<file path="config.mk">
export PLATFORM = sky130hd
export DESIGN_NAME = memmap_top
export DESIGN_NICKNAME = d
export VERILOG_FILES = /design/src/pkg/memmap_pkg.sv /design/src/rtl/data_ram.sv /design/src/rtl/memmap_top.sv
export VERILOG_INCLUDE_DIRS = /design/src /design/src/pkg
export SDC_FILE = /design/constraint.sdc
export NUM_CORES = 1
export LEC_CHECK = 0
export BUFFER_PORTS_ARGS = -buffer_cell sky130_fd_sc_hd__buf_2
export CELL_PAD_IN_SITES_DETAIL_PLACEMENT = 0
export CELL_PAD_IN_SITES_GLOBAL_PLACEMENT = 2
export CORE_UTILIZATION = 46
export DETAILED_ROUTE_END_ITERATION = 8
export PLACE_DENSITY_LB_ADDON = 0.1
export SETUP_SLACK_MARGIN = 0.1
export SLEW_MARGIN = 0
export SYNTH_ARGS = -nofsm -noshare
export SYNTH_HDL_FRONTEND = slang
export SYNTH_SLANG_ARGS = --single-unit
</file>
<file path="constraint.sdc">
create_clock -name ref_clk_i -period 14.6 [get_ports ref_clk_i]
set_input_delay 2.92 -clock ref_clk_i [delete_from_list [all_inputs] [get_ports ref_clk_i]]
set_output_delay 2.92 -clock ref_clk_i [all_outputs]
set_load 0.05 [all_outputs]
</file>
<file path="src/pkg/memmap_defines.svh">
// Address map constants for program and data memory decoding
`ifndef MEMMAP_DEFINES_SVH
`define MEMMAP_DEFINES_SVH

`define PC_W          13
`define PROG_IDX_W    10
`define RESET_VEC     13'h0000
`define IRQ_VEC       13'h0004
`define DADDR_W       9
`define DOFS_W        7
`define DATA_W        8
`define SPECIAL_TOP   7'h1F
`define RAM_LO        7'h40
`define RAM_HI        7'h6F
`define COMMON_LO     7'h70
`define RAM_DEPTH     64
`define RAM_IDX_W     6
`define INDIRECT_OFS  7'h00
`define RAM_IDX_BASE  6'h00
`define COMMON_IDX    6'h30

`endif

</file>
<file path="src/pkg/memmap_pkg.sv">
// Types shared by the address map design
package memmap_pkg;
  typedef enum logic [1:0] {
    REGION_SPECIAL = 2'b00,
    REGION_RAM     = 2'b01,
    REGION_COMMON  = 2'b10,
    REGION_NONE    = 2'b11
  } region_e;
endpackage : memmap_pkg

</file>
<file path="src/rtl/data_ram.sv">
// General purpose storage of 64 bytes in flip-flops
`timescale 1ns/1ps
`default_nettype none
`include "memmap_defines.svh"
module data_ram (
  // Clock and reset
  input  wire logic                    ref_clk_i,
  input  wire logic                    rst_n_i,
  // Access port
  input  wire logic                    wr_en_i,
  input  wire logic [`RAM_IDX_W-1:0]   idx_i,
  input  wire logic [`DATA_W-1:0]      wdata_i,
  output logic      [`DATA_W-1:0]      rdata_o
);
  logic [`DATA_W-1:0] mem_ff [`RAM_DEPTH];

  // ----------------------------------------
  // Storage cells
  // ----------------------------------------
  genvar g;
  generate
    for (g = 0; g < `RAM_DEPTH; g++) begin : g_cell
      always_ff @(posedge ref_clk_i) begin
        if (!rst_n_i) begin
          mem_ff[g] <= 8'h00;
        end else if (wr_en_i && idx_i == `RAM_IDX_W'(g)) begin
          mem_ff[g] <= wdata_i;
        end
      end
    end
  endgenerate

  assign rdata_o = mem_ff[idx_i];
endmodule : data_ram
`default_nettype wire

</file>
<file path="src/rtl/memmap_top.sv">
// Program fetch and banked data address decoder
// What this block does
// - Program counter is 13 bits, 8K x14
// - Fetches above 03FFh wrap into 1K
// - Reset starts 0000h, interrupt goes 0004h
// - Data memory split into four banks
// - Lowest 32 addresses per bank are special
// - Bank 0 40h-6Fh is general RAM
// - Top 16 of every bank share 70h-7Fh
// - Unimplemented data locations read zero
// - Bank select bits index the bank binary
// - General RAM holds 64 bytes
// - Indirect pointer reaches every location; direct offset 00h uses the pointer
`timescale 1ns/1ps
`default_nettype none
`include "memmap_defines.svh"
module memmap_top
  import memmap_pkg::*;
(
  // Clock and reset
  input  wire logic                  ref_clk_i,
  input  wire logic                  rst_n_i,
  // Program fetch control from core
  input  wire logic                  pc_load_i,
  input  wire logic [`PC_W-1:0]      pc_next_i,
  input  wire logic                  irq_take_i,
  // Program fetch address
  output logic      [`PC_W-1:0]      pc_o,
  output logic      [`PROG_IDX_W-1:0] prog_addr_o,
  // Data access from core
  input  wire logic                  data_req_i,
  input  wire logic                  data_we_i,
  input  wire logic                  indirect_i,
  input  wire logic [`DOFS_W-1:0]    direct_ofs_i,
  input  wire logic [`DATA_W-1:0]    wdata_i,
  input  wire logic [1:0]            bank_select_bits_i,
  input  wire logic                  indirect_bank_hi_i,
  input  wire logic [`DATA_W-1:0]    indirect_pointer_i,
  input  wire logic [`DATA_W-1:0]    special_rdata_i,
  // Data decode results
  output logic      [`DADDR_W-1:0]   data_addr_o,
  output logic      [1:0]            bank_o,
  output logic      [1:0]            region_o,
  output logic                       special_sel_o,
  output logic                       special_we_o,
  output logic      [`DATA_W-1:0]    rdata_o,
  output logic                       rdata_valid_o
);

  // ----------------------------------------
  // Program counter
  // ----------------------------------------
  logic [`PC_W-1:0] pc_ff;

  always_ff @(posedge ref_clk_i) begin
    if (!rst_n_i) begin
      pc_ff <= `RESET_VEC;
    end else if (irq_take_i) begin
      pc_ff <= `IRQ_VEC;
    end else if (pc_load_i) begin
      pc_ff <= pc_next_i;
    end else begin
      pc_ff <= pc_ff + 13'h0001;
    end
  end

  assign pc_o = pc_ff;

  logic [`PROG_IDX_W-1:0] prog_addr_ff;

  always_ff @(posedge ref_clk_i) begin
    if (!rst_n_i) begin
      prog_addr_ff <= 10'h000;
    end else if (irq_take_i) begin
      prog_addr_ff <= `PROG_IDX_W'(`IRQ_VEC);
    end else if (pc_load_i) begin
      prog_addr_ff <= pc_next_i[`PROG_IDX_W-1:0];
    end else begin
      prog_addr_ff <= prog_addr_ff + 10'h001;
    end
  end

  assign prog_addr_o = prog_addr_ff;

  // ----------------------------------------
  // Data address formation
  // ----------------------------------------
  logic [`DADDR_W-1:0] nxt_addr;
  logic [`DOFS_W-1:0]  ofs;
  logic [1:0]          bank;
  region_e             region;
  logic                use_ptr;

  always_comb begin
    use_ptr = indirect_i || (direct_ofs_i == `INDIRECT_OFS);
    if (use_ptr) begin
      nxt_addr = {indirect_bank_hi_i, indirect_pointer_i};
    end else begin
      nxt_addr = {bank_select_bits_i, direct_ofs_i};
    end
    bank = nxt_addr[`DADDR_W-1:`DOFS_W];
    ofs  = nxt_addr[`DOFS_W-1:0];
    if (ofs <= `SPECIAL_TOP) begin
      region = REGION_SPECIAL;
    end else if (ofs >= `COMMON_LO) begin
      region = REGION_COMMON;
    end else if (bank == 2'b00 && ofs >= `RAM_LO && ofs <= `RAM_HI) begin
      region = REGION_RAM;
    end else begin
      region = REGION_NONE;
    end
  end

  // ----------------------------------------
  // General RAM
  // ----------------------------------------
  logic [`RAM_IDX_W-1:0] ram_idx;
  logic [`DATA_W-1:0]    ram_rdata;
  logic                  ram_we;

  always_comb begin
    case (region)
      REGION_RAM:    ram_idx = `RAM_IDX_W'(ofs - `RAM_LO);
      REGION_COMMON: ram_idx = `COMMON_IDX + {2'b00, ofs[3:0]};
      default:       ram_idx = `RAM_IDX_BASE;
    endcase
  end

  assign ram_we = data_req_i && data_we_i &&
                  (region == REGION_RAM || region == REGION_COMMON);

  data_ram u_ram (
    .ref_clk_i (ref_clk_i),
    .rst_n_i   (rst_n_i),
    .wr_en_i   (ram_we),
    .idx_i     (ram_idx),
    .wdata_i   (wdata_i),
    .rdata_o   (ram_rdata)
  );

  // ----------------------------------------
  // Registered decode outputs
  // ----------------------------------------
  logic [`DADDR_W-1:0] addr_ff;
  logic [1:0]          bank_ff;
  logic [1:0]          region_ff;
  logic                special_sel_ff;
  logic                special_we_ff;

  always_ff @(posedge ref_clk_i) begin
    if (!rst_n_i) begin
      addr_ff        <= 9'h000;
      bank_ff        <= 2'h0;
      region_ff      <= 2'h3;
      special_sel_ff <= 1'b0;
      special_we_ff  <= 1'b0;
    end else begin
      addr_ff        <= nxt_addr;
      bank_ff        <= bank;
      region_ff      <= region;
      special_sel_ff <= data_req_i && (region == REGION_SPECIAL);
      special_we_ff  <= data_req_i && data_we_i && (region == REGION_SPECIAL);
    end
  end

  // ----------------------------------------
  // Read data
  // ----------------------------------------
  logic [`DATA_W-1:0] rdata_ff;
  logic               rvalid_ff;

  always_ff @(posedge ref_clk_i) begin
    if (!rst_n_i) begin
      rdata_ff  <= 8'h00;
      rvalid_ff <= 1'b0;
    end else begin
      rvalid_ff <= data_req_i && !data_we_i;
      if (data_req_i && !data_we_i) begin
        case (region)
          REGION_SPECIAL: rdata_ff <= special_rdata_i;
          REGION_RAM:     rdata_ff <= ram_rdata;
          REGION_COMMON:  rdata_ff <= ram_rdata;
          default:        rdata_ff <= 8'h00;
        endcase
      end
    end
  end

  assign data_addr_o   = addr_ff;
  assign bank_o        = bank_ff;
  assign region_o      = region_ff;
  assign special_sel_o = special_sel_ff;
  assign special_we_o  = special_we_ff;
  assign rdata_o       = rdata_ff;
  assign rdata_valid_o = rvalid_ff;
endmodule : memmap_top
`default_nettype wire

</file>
==> metrics <==
TritonCTS Buffers 59; Setup Buffers After CTS 0; via-per-instance ratio 5.824; number of global-route vias before repair 17290; GRT Overall Usage 27.85%; unrepaired setup endpoints after global routing no; Seq/Total Area, Yosys 63.22%; crit path cell chain buf_2 -> nor4_2 -> a21o_1 -> mux2i_1 -> o31a_1 -> inv_1 -> ha_1 -> o21bai_1 -> a221o_4 -> buf_4 -> buf_4 -> o221ai_1 -> a2111oi_0 -> o21ai_1 -> o31ai_1; CP dominant cell by count buf_4; first-pass GRT wire length 115000 um; critical path's largest stage delay 1080 ps; Mapped Cells 2251; critical path capture point type flop; critical path's top delay family compound AO/OA/AOI/OAI gates; H-tree depth 2; status finished, final reports clean; mapped cell area 0.02575 mm2; fmax 119.5 MHz; critical path arrival 8920 ps; Final Skew 22.27 ps; Final Setup Violations 0; IO buf count 100; Slew HR 10.20%; Detailed Routing Iterations Pass 1 5; DRT iter0 DRCs 1889; EDFF count, synth 512; Routed wire per std cell 25.83 um; PwrDens 131.4 mW/mm2; fin. max-slew vios 0; largest net degree at the start of global routing 75; CP max FO 74; root buf cell clkbuf_16; CTS tree yes; CTS clk-pin slew, worst paths 60 ps; post-layout minimum cycle time 8366 ps; Syn. warnings 0; area of the core 0.05520 mm2; Worst setup SP type input port; Max VDD drop 0.09725 mV; antenna-violating nets left 0; leakage 10.34 nW; routability congestion estimate 0.8677; maxcap violations 0; total negative slack 0 ps; synth unique cells 67; Post-route DRC 0; flops & latches, synth 557; Die Y 238.6 um; Hold Crit Class reg2reg; ANT cells 0; DIE WIDTH 238.6 um; Area growth, synth to finish 11.16%; CP Class in2reg; Required @ worst endpoint 15150 ps; final period utilization 57.30%; grt total ovfl 0; syn nets 2311; share of cells above drive strength 1 10.80%; syn avg cell area 11.44 um2; Synth async-reset ratio 0%; Synth Flop Type edfxtp_1; Bufs on Longest Clock Path 3; initial antenna violation count 3; Setup WS post-layout 6234 ps; dpl hpwl 47890 um; Post-CTS Hold Buffers 0; row count 86; routed via count 17830; Fin. Hold Viols 0; worst slew pin tran 1333 ps; Final nets 2326; io pins 101; clock sink count 557; die area 0.05692 mm2; highest-delay cell along the critical path a2111oi_0; routed wire length 79080 um; clk_lat worst skew 640 ps; post-place setup slack 5721 ps; Initial Util 46.64%; worst path buffer plus inverter count 4; number of gates resized after cts 0
cells in the mapped netlist, types with 6 or more instances:
cell type | instances | area [um2]
and2_1 | 521 | 3259
edfxtp_1 | 512 | 15370
nand2_1 | 283 | 1062
o21ai_0 | 144 | 720.7
o22ai_1 | 111 | 694.4
clkbuf_1 | 109 | 409.1
and3_1 | 85 | 531.8
nor2_1 | 74 | 277.8
dfxtp_1 | 45 | 900.9
buf_2 | 31 | 155.2
nand3_1 | 31 | 155.2
a21oi_1 | 30 | 150.1
a31oi_1 | 28 | 175.2
o21ai_1 | 19 | 95.09
buf_1 | 18 | 67.56
nand4_1 | 15 | 93.84
o221ai_1 | 15 | 131.4
nor2_2 | 12 | 75.07
a22o_1 | 11 | 96.34
o22a_1 | 11 | 96.34
buf_4 | 10 | 75.07
xnor2_1 | 10 | 87.58
xor2_1 | 9 | 78.83
inv_1 | 8 | 30.03
nor2b_1 | 8 | 50.05
o2bb2ai_1 | 7 | 61.31
ha_1 | 6 | 75.07
mux2i_1 | 6 | 60.06
o21a_1 | 6 | 45.04
worst paths after layout:
path / from / end / slack (ps) / cells after the start
hold / removal: prog_addr_o[5] / prog_addr_o[5] / 570 / 2
setup reg to reg: u_ram.mem_ff[23][2] / rdata_o[2] / 12290 / 6
hold reg to reg: prog_addr_o[5] / prog_addr_o[5] / 570 / 2
setup / recovery: direct_ofs_i[0] / rdata_o[2] / 6230 / 15
sequential cells by signal, summed over array words and instances (netlist names):
name and cells:
prog_addr_o 10, rdata_valid_o 1, rdata_o 8, data_addr_o 9
special_we_o 1, special_sel_o 1, u_ram.mem_ff 512, region_o 2
pc_o 13
tightest hold or removal path: cells and delay by family (launching register included):
kind           cells  cell delay [ps]
AO/OA/AOI/OAI      1               50
flip-flops         1              320
XOR/XNOR           1              150
final cells by class:
class | count | area [um2]
clock buffer | 72 | 1556
clock inverter | 37 | 359.1
fill | 4890 | 26580
inverter | 8 | 30.03
multi-input combinational | 1517 | 8772
sequential | 557 | 16280
tap | 748 | 935.9
timing repair buffer | 123 | 690.7
stage by stage:
step | hold WS [ps] | std cells | power [mW] | utilization [%] | area [um2]
2_1_floorplan | 770.0 | 2251 | 2.124 | - | 25750
3_3_place_gp | 547.8 | 2952 | 2.286 | 48.37 | 26700
3_5_place_dp | 570.5 | 2953 | 2.289 | 48.38 | 26700
4_1_cts | 579.0 | 3062 | 3.778 | 51.85 | 28620
5_1_grt | 612.3 | 3062 | 3.872 | 51.85 | 28620
6_report | 573.1 | 3062 | 3.762 | 51.85 | 28620
cells by family (layout without fill, tap and decap cells):
group	after synthesis	count (layout)	synth area share (%)
XOR/XNOR	19	19	0.6464
multiplexers	8	8	0.3207
adder cells (fa/ha/maj)	6	6	0.2916
AO/OA/AOI/OAI	430	430	10.47
buffers and inverters	177	240	2.906
flip-flops	557	557	63.22
AND/OR/NAND/NOR	1054	1054	22.15
where the power goes:
group          switching [mW]  internal (mW)
Sequential             0.0307           1.82
Clock                   0.639          0.863
Combinational           0.306          0.103
cells in the final DEF (no fill, tap or decap), drive strengths merged, types with 4 or more instances in the layout:
cell type	netlist	layout
dfxtp	45	45
o21a	6	6
nor2b	8	8
nand3	31	31
a2111oi	4	4
nor2	86	86
a21boi	6	6
mux2i	6	6
a32o	5	5
edfxtp	512	512
o21ai	166	166
nor3	7	7
ha	6	6
a22o	12	12
xor2	9	9
nand2	284	284
buf	60	123
bufinv	0	6
nand2b	5	5
o22ai	111	111
inv	8	9
o2bb2ai	7	7
xnor2	10	10
a221oi	5	5
a31oi	28	28
and2	522	522
nand4	15	15
o22a	11	11
a21oi	30	30
clkinv	0	25
a41oi	5	5
clkbuf	109	72
o221ai	15	15
and3	85	85
clkinvlp	0	5
metal layers:
metal	GRT usage (%)	wire length, um	part of all wire (%)	up-vias
met3	5.242	6479	8.2	123
met2	44.42	37030	47	724
met4	8.469	1991	2.5	2
li1	-	-	-	8091
met1	38.58	33560	42	8894
met5	0	14	0.018	-
(Power assumes the default switching activity.)
